File: config.mk
export PLATFORM = sky130hd
export DESIGN_NAME = dds_nco_core
export DESIGN_NICKNAME = d
export VERILOG_FILES = /design/src/nco_pkg.sv /design/src/nco_skid_buffer.sv /design/src/dds_nco_core.sv
export VERILOG_INCLUDE_DIRS = /design/src
export SDC_FILE = /design/constraint.sdc
export NUM_CORES = 1
export LEC_CHECK = 0
export BUFFER_PORTS_ARGS = -buffer_cell sky130_fd_sc_hd__buf_2
export CORE_MARGIN = 10
export CORE_UTILIZATION = 50
export DETAILED_ROUTE_END_ITERATION = 10
export PLACE_DENSITY = 0.68
export SYNTH_ARGS = -nofsm -noshare
export SYNTH_HDL_FRONTEND = slang
export SYNTH_SLANG_ARGS = --single-unit
File: constraint.sdc
create_clock -name clk -period 20 [get_ports clk]
set_clock_uncertainty 0.05 [all_clocks]
set_input_delay 1 -clock clk [delete_from_list [all_inputs] [get_ports clk]]
set_output_delay 1 -clock clk [all_outputs]
set_load 0.02 [all_outputs]
File: src/nco_regs.svh
`ifndef NCO_REGS_SVH
`define NCO_REGS_SVH

// ****************************************
// register offsets (byte addresses)
// ****************************************
`define NCO_OFS_TUNING     8'h00
`define NCO_OFS_CONTROL    8'h04
`define NCO_OFS_STATUS     8'h08
`define NCO_OFS_ACTIVE_FTW 8'h0c
`define NCO_OFS_PHASE_ACC  8'h10

// ****************************************
// control byte fields
// ****************************************
`define NCO_CTL_MULT_BIT   0
`define NCO_CTL_TEST_BIT   1
`define NCO_CTL_PD_BIT     2
`define NCO_CTL_PHASE_LSB  3
`define NCO_CTL_PHASE_MSB  7

// ****************************************
// status word fields
// ****************************************
`define NCO_STS_PHASE_LSB  0
`define NCO_STS_PHASE_MSB  4
`define NCO_STS_MULT_BIT   5
`define NCO_STS_PD_BIT     6
`define NCO_STS_LOST_BIT   7
`define NCO_STS_PEND_BIT   8

// ****************************************
// reset values
// ****************************************
`define NCO_RST_ACC        32'h0000_0000
`define NCO_RST_FTW        32'h0000_0000
`define NCO_RST_PHASE      5'h00

// ****************************************
// timing
// ****************************************
`define NCO_CLK_HZ         10000000
`define NCO_REF_MIN_DIR_HZ 1000000
`define NCO_REF_MIN_MUL_HZ 5000000
`define NCO_RESUME_NS      5000
`define NCO_RESUME_CYC     ((`NCO_RESUME_NS * (`NCO_CLK_HZ / 1000000)) / 1000)
`define NCO_GAP_DIR_CYC    (`NCO_CLK_HZ / `NCO_REF_MIN_DIR_HZ)
`define NCO_GAP_MUL_CYC    (`NCO_CLK_HZ / `NCO_REF_MIN_MUL_HZ)
`define NCO_LAT_FREQ_CYC   18
`define NCO_LAT_PHASE_CYC  13

`endif

File: src/nco_pkg.sv
`default_nettype none

package nco_pkg;

  // reference clock supervision
  typedef enum logic [1:0] {
    st_run,
    st_lost,
    st_resume
  } clock_state_type;

  typedef logic [31:0] phase_word_type;
  typedef logic [9:0]  amp_type;

endpackage

`default_nettype wire

File: src/nco_skid_buffer.sv
`timescale 1ns/100ps
`default_nettype none

module nco_skid_buffer #(
  parameter int WIDTH = 20
) (
  // clock and reset
  input  wire logic             clk,
  input  wire logic             srst,
  // filling side
  input  wire logic             in_valid,
  output logic                  in_ready,
  input  wire logic [WIDTH-1:0] in_data,
  // draining side
  output logic                  out_valid,
  input  wire logic             out_ready,
  output logic [WIDTH-1:0]      out_data
);

  logic             skid_valid_q;
  logic [WIDTH-1:0] skid_data_q;
  logic             out_valid_q;
  logic [WIDTH-1:0] out_data_q;
  logic             pop;
  logic             push;

  // full when the second entry holds a word
  assign in_ready  = !skid_valid_q;
  assign pop       = out_ready || !out_valid_q;
  assign push      = in_valid && in_ready;
  assign out_valid = out_valid_q;
  assign out_data  = out_data_q;

  // ****************************************
  // head entry, drives the outputs
  // ****************************************
  always_ff @(posedge clk) begin
    if (srst) begin
      out_valid_q <= 1'b0;
      out_data_q  <= '0;
    end else if (pop) begin
      if (skid_valid_q) begin
        out_valid_q <= 1'b1;
        out_data_q  <= skid_data_q;
      end else begin
        out_valid_q <= push;
        if (push) begin
          out_data_q <= in_data;
        end
      end
    end
  end

  // ****************************************
  // second entry, catches a word on stall
  // ****************************************
  always_ff @(posedge clk) begin
    if (srst) begin
      skid_valid_q <= 1'b0;
      skid_data_q  <= '0;
    end else if (pop) begin
      skid_valid_q <= 1'b0;
    end else if (push) begin
      skid_valid_q <= 1'b1;
      skid_data_q  <= in_data;
    end
  end

endmodule

`default_nettype wire

File: src/dds_nco_core.sv
// Strobed register access and the register addresses are this design's own decisions.
`timescale 1ns/100ps
`default_nettype none

`include "nco_regs.svh"

module dds_nco_core
  import nco_pkg::*;
#(
  parameter int ADDR_W = 8
) (
  // clock and reset
  input  wire logic              clk,
  input  wire logic              srst,
  // register port
  input  wire logic [ADDR_W-1:0] addr,
  input  wire logic [31:0]       wdata,
  input  wire logic              write_strobe,
  input  wire logic              read_strobe,
  output logic [31:0]            rdata,
  // pins from the outside
  input  wire logic              core_update_strobe,
  input  wire logic              reference_clock_in,
  // amplitude stream to the converter
  output logic [9:0]             dac_true_output,
  output logic [9:0]             dac_complement_output,
  output logic                   dac_valid,
  input  wire logic              dac_ready,
  // status pins
  output logic                   comparator_enable,
  output logic                   mult_engaged,
  output logic                   powered_down
);

  // ****************************************
  // constants
  // ****************************************
  localparam logic [ADDR_W-1:0] OFS_TUNING  = ADDR_W'(`NCO_OFS_TUNING);
  localparam logic [ADDR_W-1:0] OFS_CONTROL = ADDR_W'(`NCO_OFS_CONTROL);
  localparam logic [ADDR_W-1:0] OFS_STATUS  = ADDR_W'(`NCO_OFS_STATUS);
  localparam logic [ADDR_W-1:0] OFS_FTW     = ADDR_W'(`NCO_OFS_ACTIVE_FTW);
  localparam logic [ADDR_W-1:0] OFS_ACC     = ADDR_W'(`NCO_OFS_PHASE_ACC);
  localparam logic [5:0] GAP_DIR    = 6'(`NCO_GAP_DIR_CYC);
  localparam logic [5:0] GAP_MUL    = 6'(`NCO_GAP_MUL_CYC);
  localparam logic [6:0] RESUME_CYC = 7'(`NCO_RESUME_CYC);
  localparam logic [4:0] LAT_FREQ   = 5'(`NCO_LAT_FREQ_CYC);
  localparam logic [4:0] LAT_PHASE  = 5'(`NCO_LAT_PHASE_CYC);

  // ****************************************
  // helpers
  // ****************************************

  // pin synchroniser step: new level once stages two and three agree
  function automatic logic settle(input logic s2, input logic s3,
                                  input logic prev);
    return (s2 == s3) ? s3 : prev;
  endfunction

  // cosine shape so that phase zero gives full scale; a parabola per
  // half wave stands in for a table, trading a few percent of accuracy
  function automatic amp_type phase_to_amp(input logic [13:0] ph);
    logic [13:0] q;
    logic [12:0] h;
    logic [25:0] p;
    logic [9:0]  m;
    q = ph + 14'h1000;
    h = q[12:0];
    p = {13'h0000, h} * {12'h000, 14'h2000 - {1'b0, h}};
    m = p[24:15];
    if (m > 10'h1ff) begin
      m = 10'h1ff;
    end
    return q[13] ? (10'h200 - m) : (10'h200 + m);
  endfunction

  // ****************************************
  // input register and register port
  // ****************************************
  logic [31:0] tuning_in_q;   // staged tuning word
  logic [7:0]  control_in_q;  // staged control byte
  logic [31:0] rdata_q;

  // staged word is deliberately kept across reset
  always_ff @(posedge clk) begin
    if (write_strobe && addr == OFS_TUNING) begin
      tuning_in_q <= wdata;
    end
    if (write_strobe && addr == OFS_CONTROL) begin
      control_in_q <= wdata[7:0];
    end
  end

  // ****************************************
  // pin synchronisers
  // ****************************************
  logic [2:0] upd_sync_q;
  logic       upd_level_q;
  logic       upd_level_d;
  logic       upd_edge;
  logic [2:0] ref_sync_q;
  logic       ref_level_q;
  logic       ref_level_d;
  logic       ref_edge;

  // three stages on each pin
  always_ff @(posedge clk) begin
    if (srst) begin
      upd_sync_q  <= 3'h0;
      upd_level_q <= 1'b0;
      ref_sync_q  <= 3'h0;
      ref_level_q <= 1'b0;
    end else begin
      upd_sync_q  <= {upd_sync_q[1:0], core_update_strobe};
      upd_level_q <= upd_level_d;
      ref_sync_q  <= {ref_sync_q[1:0], reference_clock_in};
      ref_level_q <= ref_level_d;
    end
  end

  assign upd_level_d = settle(upd_sync_q[1], upd_sync_q[2], upd_level_q);
  assign ref_level_d = settle(ref_sync_q[1], ref_sync_q[2], ref_level_q);
  assign upd_edge    = upd_level_d && !upd_level_q;
  assign ref_edge    = ref_level_d && !ref_level_q;

  // ****************************************
  // update transfer with output latency
  // ****************************************
  logic [31:0] pend_ftw_q;
  logic [7:0]  pend_ctl_q;
  logic [4:0]  lat_cnt_q;
  logic        lat_busy_q;
  logic [31:0] ftw_q;
  logic [4:0]  phase_off_q;
  logic        pd_q;
  logic        mult_q;
  logic        test_q;

  // a later update restarts the count with the newer word
  always_ff @(posedge clk) begin
    if (srst) begin
      lat_busy_q <= 1'b0;
      lat_cnt_q  <= 5'h00;
      pend_ftw_q <= `NCO_RST_FTW;
      pend_ctl_q <= 8'h00;
    end else if (upd_edge) begin
      lat_busy_q <= 1'b1;
      lat_cnt_q  <= 5'h01;
      pend_ftw_q <= tuning_in_q;
      pend_ctl_q <= control_in_q;
    end else if (lat_busy_q) begin
      lat_cnt_q <= lat_cnt_q + 5'h01;
      if (lat_cnt_q == LAT_FREQ) begin
        lat_busy_q <= 1'b0;
      end
    end
  end

  // control byte lands with the phase, tuning word later
  always_ff @(posedge clk) begin
    if (srst) begin
      phase_off_q <= `NCO_RST_PHASE;
      pd_q        <= 1'b0;
      mult_q      <= 1'b0;
      test_q      <= 1'b0;
      ftw_q       <= `NCO_RST_FTW;
    end else if (lat_busy_q) begin
      if (lat_cnt_q == LAT_PHASE) begin
        phase_off_q <= pend_ctl_q[`NCO_CTL_PHASE_MSB:`NCO_CTL_PHASE_LSB];
        pd_q        <= pend_ctl_q[`NCO_CTL_PD_BIT];
        mult_q      <= pend_ctl_q[`NCO_CTL_MULT_BIT];
        test_q      <= pend_ctl_q[`NCO_CTL_TEST_BIT];
      end
      if (lat_cnt_q == LAT_FREQ) begin
        ftw_q <= pend_ftw_q;
      end
    end
  end

  // ****************************************
  // reference clock supervision
  // ****************************************
  clock_state_type clk_state_q;
  logic [5:0]      gap_q;
  logic [5:0]      gap_limit;
  logic [6:0]      resume_cnt_q;
  logic            too_slow;

  // threshold follows the multiplier setting
  assign gap_limit = mult_q ? GAP_MUL : GAP_DIR;
  assign too_slow  = (gap_q >= gap_limit);

  // cycles since the last reference rising edge, saturating
  always_ff @(posedge clk) begin
    if (srst) begin
      gap_q <= 6'h00;
    end else if (ref_edge) begin
      gap_q <= 6'h00;
    end else if (gap_q != 6'h3f) begin
      gap_q <= gap_q + 6'h01;
    end
  end

  // run, lost, resume after a fixed wait
  always_ff @(posedge clk) begin
    if (srst) begin
      clk_state_q  <= st_run;
      resume_cnt_q <= 7'h00;
    end else begin
      unique case (clk_state_q)
        st_run: begin
          if (too_slow) begin
            clk_state_q <= st_lost;
          end
        end
        st_lost: begin
          if (ref_edge && !too_slow) begin
            clk_state_q  <= st_resume;
            resume_cnt_q <= 7'h00;
          end
        end
        st_resume: begin
          if (too_slow) begin
            clk_state_q <= st_lost;
          end else if (resume_cnt_q == RESUME_CYC - 7'h01) begin
            clk_state_q <= st_run;
          end else begin
            resume_cnt_q <= resume_cnt_q + 7'h01;
          end
        end
      endcase
    end
  end

  // ****************************************
  // phase accumulator and amplitude path
  // ****************************************
  phase_word_type acc_q;
  logic           run;
  logic           buf_in_ready;
  logic [13:0]    phase14;
  amp_type        amp;
  logic [19:0]    sample;

  // frozen by power-down, lost clock or a full buffer
  assign run = (clk_state_q == st_run) && !pd_q && buf_in_ready;

  // wraps modulo 2^32 with no compare or clear
  always_ff @(posedge clk) begin
    if (srst) begin
      acc_q <= `NCO_RST_ACC;
    end else if (run) begin
      acc_q <= acc_q + ftw_q;
    end
  end

  // offset joins the top five bits, then truncate to 14
  assign phase14 = acc_q[31:18] + {phase_off_q, 9'h000};
  assign amp     = phase_to_amp(phase14);
  assign sample  = {amp, 10'h3ff - amp};

  // ****************************************
  // two-entry buffer towards the converter
  // ****************************************
  logic [19:0] buf_out_data;

  nco_skid_buffer #(
    .WIDTH (20)
  ) u_buf (
    .clk       (clk),
    .srst      (srst),
    .in_valid  (run),
    .in_ready  (buf_in_ready),
    .in_data   (sample),
    .out_valid (dac_valid),
    .out_ready (dac_ready),
    .out_data  (buf_out_data)
  );

  assign dac_true_output       = buf_out_data[19:10];
  assign dac_complement_output = buf_out_data[9:0];

  // ****************************************
  // status pins
  // ****************************************
  logic comp_en_q;
  logic mult_out_q;
  logic pd_out_q;

  // comparator off whenever the clock is missing
  always_ff @(posedge clk) begin
    if (srst) begin
      comp_en_q  <= 1'b1;
      mult_out_q <= 1'b0;
      pd_out_q   <= 1'b0;
    end else begin
      comp_en_q  <= (clk_state_q == st_run);
      mult_out_q <= mult_q;
      pd_out_q   <= pd_q || (clk_state_q != st_run);
    end
  end

  assign comparator_enable = comp_en_q;
  assign mult_engaged      = mult_out_q;
  assign powered_down      = pd_out_q;

  // ****************************************
  // register read back
  // ****************************************
  logic [31:0] status_word;

  always_comb begin
    status_word = 32'h0000_0000;
    status_word[`NCO_STS_PHASE_MSB:`NCO_STS_PHASE_LSB] = phase_off_q;
    status_word[`NCO_STS_MULT_BIT] = mult_q;
    status_word[`NCO_STS_PD_BIT]   = pd_q;
    status_word[`NCO_STS_LOST_BIT] = (clk_state_q != st_run);
    status_word[`NCO_STS_PEND_BIT] = lat_busy_q;
  end

  // data valid only in the cycle after the strobe; unmapped reads zero
  always_ff @(posedge clk) begin
    if (srst) begin
      rdata_q <= 32'h0000_0000;
    end else if (read_strobe) begin
      unique case (addr)
        OFS_TUNING:  rdata_q <= tuning_in_q;
        OFS_CONTROL: rdata_q <= {24'h000000, control_in_q};
        OFS_STATUS:  rdata_q <= status_word;
        OFS_FTW:     rdata_q <= ftw_q;
        OFS_ACC:     rdata_q <= acc_q;
        default:     rdata_q <= 32'h0000_0000;
      endcase
    end else begin
      rdata_q <= 32'h0000_0000;
    end
  end

  assign rdata = rdata_q;

endmodule

`default_nettype wire

==> impl_metrics.yaml <==
synth:
  synth_ff_type: "dfxtp_1"
  synth_top_area_share_pct: 24.79
  synth.most_common_cell: "nand2_1"
  synthTopCellsByCount: "257 x nand2_1, 216 x dfxtp_1, 200 x inv_1"
  synth_edf_count: 40
  async_reset_ff_share_pct: 0
  yosys-top-cells-area: "dfxtp_1 25%, fa_1 15%, ha_1 8.5%"
  yosysUniqueCellTypes: 78
  synth_area_leader_cell: "dfxtp_1"
  ys_seq_area_share_pct: 31.67
  synth_seq_cells: 256
  syn_area_per_cell_um2: 8.877
  postSynthCellCount: 1965
  yosys_warnings: 0
  syn-cell-area_mm2: 0.01744
cts:
  cts.sinks: 256
  cts.path.max_buffers: 3
  cts_buffers: 28
  cts_max_level: 1
  clk_latency_ns: 0.57
  cts_resized: 0
  hold_buffers: 0
  cts_tree: "built"
  root_buffer: "clkbuf_16"
  cts_setup_buffers: 0
  clk_pin_slew_ns: 0.07
worst_setup_path:
  r2r-start: "acc_q[18]$_SDFFE_PP0P_"
  slowest_delay_ns: 0.87
  worstPathRequired_ns: 20.40
  crit_type: "reg2reg"
  path_common_cell: "fa_1"
  r2r-end: "u_buf.out_data[6]$_SDFFE_PP0P_"
  cp.arrival_ns: 9.55
  critPathSlowestCell: "dfxtp_1"
  worstSetupStartpointType: "register"
  cp-end-kind: "register"
  reg2reg_slack_ns: 10.85
  path_max_fanout: 22
  r2r_cells: 28
detailed_routing:
  antenna_left: 0
  drt-pass1-iter-count: 5
  drt-total-wl_um: 43260
  dr_total_vias: 13830
  drc_errors: 0
  drt_iter0_drc: 1037
  avgRoutedWirePerCell_um: 17.33
  post_drt_via_cell_ratio: 5.542
power_and_ir_drop:
  p_leak_nw: 8.153
  power_density_mw_per_mm2: 59.28
  ir_drop_mv: 0.06200
worst_hold_path:
  holdCritStartpoint: "pend_ftw_q[4]$_SDFFE_PP0P_"
  min_to: "ftw_q[4]$_SDFFE_PP0P_"
  hold_path.class: "reg2reg"
  holdPathStages: 2
finish:
  seq_area_mm2: 0.005525
  stdcell_area_mm2: 0.01933
  fillers: 3118
  synthToLayoutAreaGrowth_pct: 10.81
  layout-drive-gt1-share_pct: 11.71
  multi_input_area_mm2: 0.01085
  nets: 2318
  diodes: 0
timing:
  setup-tns-final_ns: 0
  setup_viol: 0
  whs_ns: 0.3874
  hold_violations: 0
  worst_slew_pin_slew_ns: 1.148
  slew_headroom_pct: 23.19
  post-route-period-util_pct: 45.77
  slew_viol_final: 0
  fmax_mhz: 109.3
  grt_setup_unrepaired: "false"
  min_period_ns: 9.153
grt:
  grt_usage_pct: 20.29
  grt_pass1_wl_um: 70970
  grt_max_degree: 94
  grt_antenna_before_repair: 0
  overflow: 0
  grt_pass1_vias: 13790
placed_design:
  gp_congestion: 0.8824
  placed_area_mm2: 0.01833
  place.port_buffers: 102
  dp_hpwl_um: 31280
floorplanning:
  die_h_um: 206.8
  die-area_mm2: 0.04276
  start_util_pct: 50.62
  core_mm2: 0.03446
  num_rows: 68
  die_w_um: 206.8
  ios: 103
run_status:
  status: "finished, final reports clean"
job:
  cap_violations: 0
-- critical path, delay by kind of cell, from the launching register on --
kind	cells	cell delay (ns)
AO/OA/AOI/OAI	6	1.34
XOR/XNOR	1	0.45
adder cells (fa/ha/maj)	9	4.12
buffers and inverters	5	0.47
flip-flops	1	0.87
AND/OR/NAND/NOR	7	1.73
-- worst max-delay path by stage --
stage | startpoint | end | slack [ns] | cells after the start
after floorplan | acc_q[28]$_SDFFE_PP0P_ | u_buf.out_data[6]$_SDFFE_PP0P_ | 11.76 | 32
after global placement | acc_q[18]$_SDFFE_PP0P_ | u_buf.out_data[6]$_SDFFE_PP0P_ | 11.19 | 26
after detailed placement | phase_off_q[1]$_SDFFE_PP0P_ | u_buf.out_data[6]$_SDFFE_PP0P_ | 10.99 | 28
after CTS | acc_q[28]$_SDFFE_PP0P_ | u_buf.out_data[6]$_SDFFE_PP0P_ | 10.95 | 28
after global routing | acc_q[28]$_SDFFE_PP0P_ | u_buf.out_data[6]$_SDFFE_PP0P_ | 10.30 | 28
final | acc_q[18]$_SDFFE_PP0P_ | u_buf.out_data[6]$_SDFFE_PP0P_ | 10.85 | 28
-- metrics by stage --
step | instances | worst slack [ns] | total power, mW | utilization (%)
5_1_grt | 2496 | 10.30 | 1.181 | 56.10
3_5_place_dp | 2445 | 10.99 | 0.6011 | 53.21
4_1_cts | 2496 | 10.95 | 1.154 | 56.10
6_report | 2496 | 10.85 | 1.146 | 56.10
3_3_place_gp | 2445 | 11.19 | 0.5997 | 53.21
2_1_floorplan | 1974 | 11.76 | 0.5818 | -
-- per-layer routing --
layer / global-route usage, % / routed length, um / vias to the layer above
met5: 0 / 0 / -
met4: 5.201 / 920 / 0
met3: 2.996 / 2424 / 58
met2: 33.72 / 20480 / 372
met1: 27.25 / 19430 / 6740
li1: - / - / 6664
-- area by class of cell --
type | count | area share (%)
multi-input combinational | 1414 | 56.12
timing repair buffer | 118 | 3.275
inverter | 202 | 3.923
clock inverter | 21 | 1.437
tap | 455 | 2.945
sequential | 256 | 28.58
clock buffer | 30 | 3.715
-- sequential cells by signal, summed over array words and instances (netlist names), 6 cells and up --
name and count:
gap_q 6, pend_ctl_q 7, pend_ftw_q 32, acc_q 32, rdata 32, control_in_q 8
u_buf.skid_data_q 20, tuning_in_q 32, ftw_q 32, resume_cnt_q 7, u_buf.out_data 20
-- kinds of logic after synthesis --
logic type | synth area share, %
other | 0.04305
buffers and inverters | 6.584
multiplexers | 2.984
adder cells (fa/ha/maj) | 23.68
flip-flops | 31.67
AO/OA/AOI/OAI | 14.46
XOR/XNOR | 2.654
AND/OR/NAND/NOR | 17.92
-- report_power, final --
| group | internal, mW | total, mW | switching (mW) | leakage [nW] |
|---|---|---|---|---|
| Sequential | 0.529 | 0.534 | 0.00427 | 2.11 |
| Clock | 0.338 | 0.556 | 0.218 | 0.476 |
| Combinational | 0.0206 | 0.0562 | 0.0357 | 5.57 |
-- cells in the final DEF (no fill, tap or decap), types with 9 or more instances in the layout --
cell type,synthesis,layout
or2_2,9,9
clkbuf_16,0,28
dfxtp_1,216,216
and2_1,26,25
buf_4,0,17
buf_2,0,101
mux2_2,40,40
conb_1,2,11
inv_1,200,200
fa_1,132,132
o21a_1,14,14
o211a_1,9,9
ha_1,119,119
nor3_1,26,25
o21ai_0,57,56
nand2b_1,70,70
nand3_1,27,27
a22oi_1,33,33
nand2_1,257,257
nor2_1,131,130
edfxtp_1,40,40
xnor2_1,31,31
xor2_1,20,20
a211oi_1,18,18
a21oi_1,178,178
nand4_1,11,11
nor2b_1,47,47
a21o_1,11,11
(Power assumes the default switching activity.)
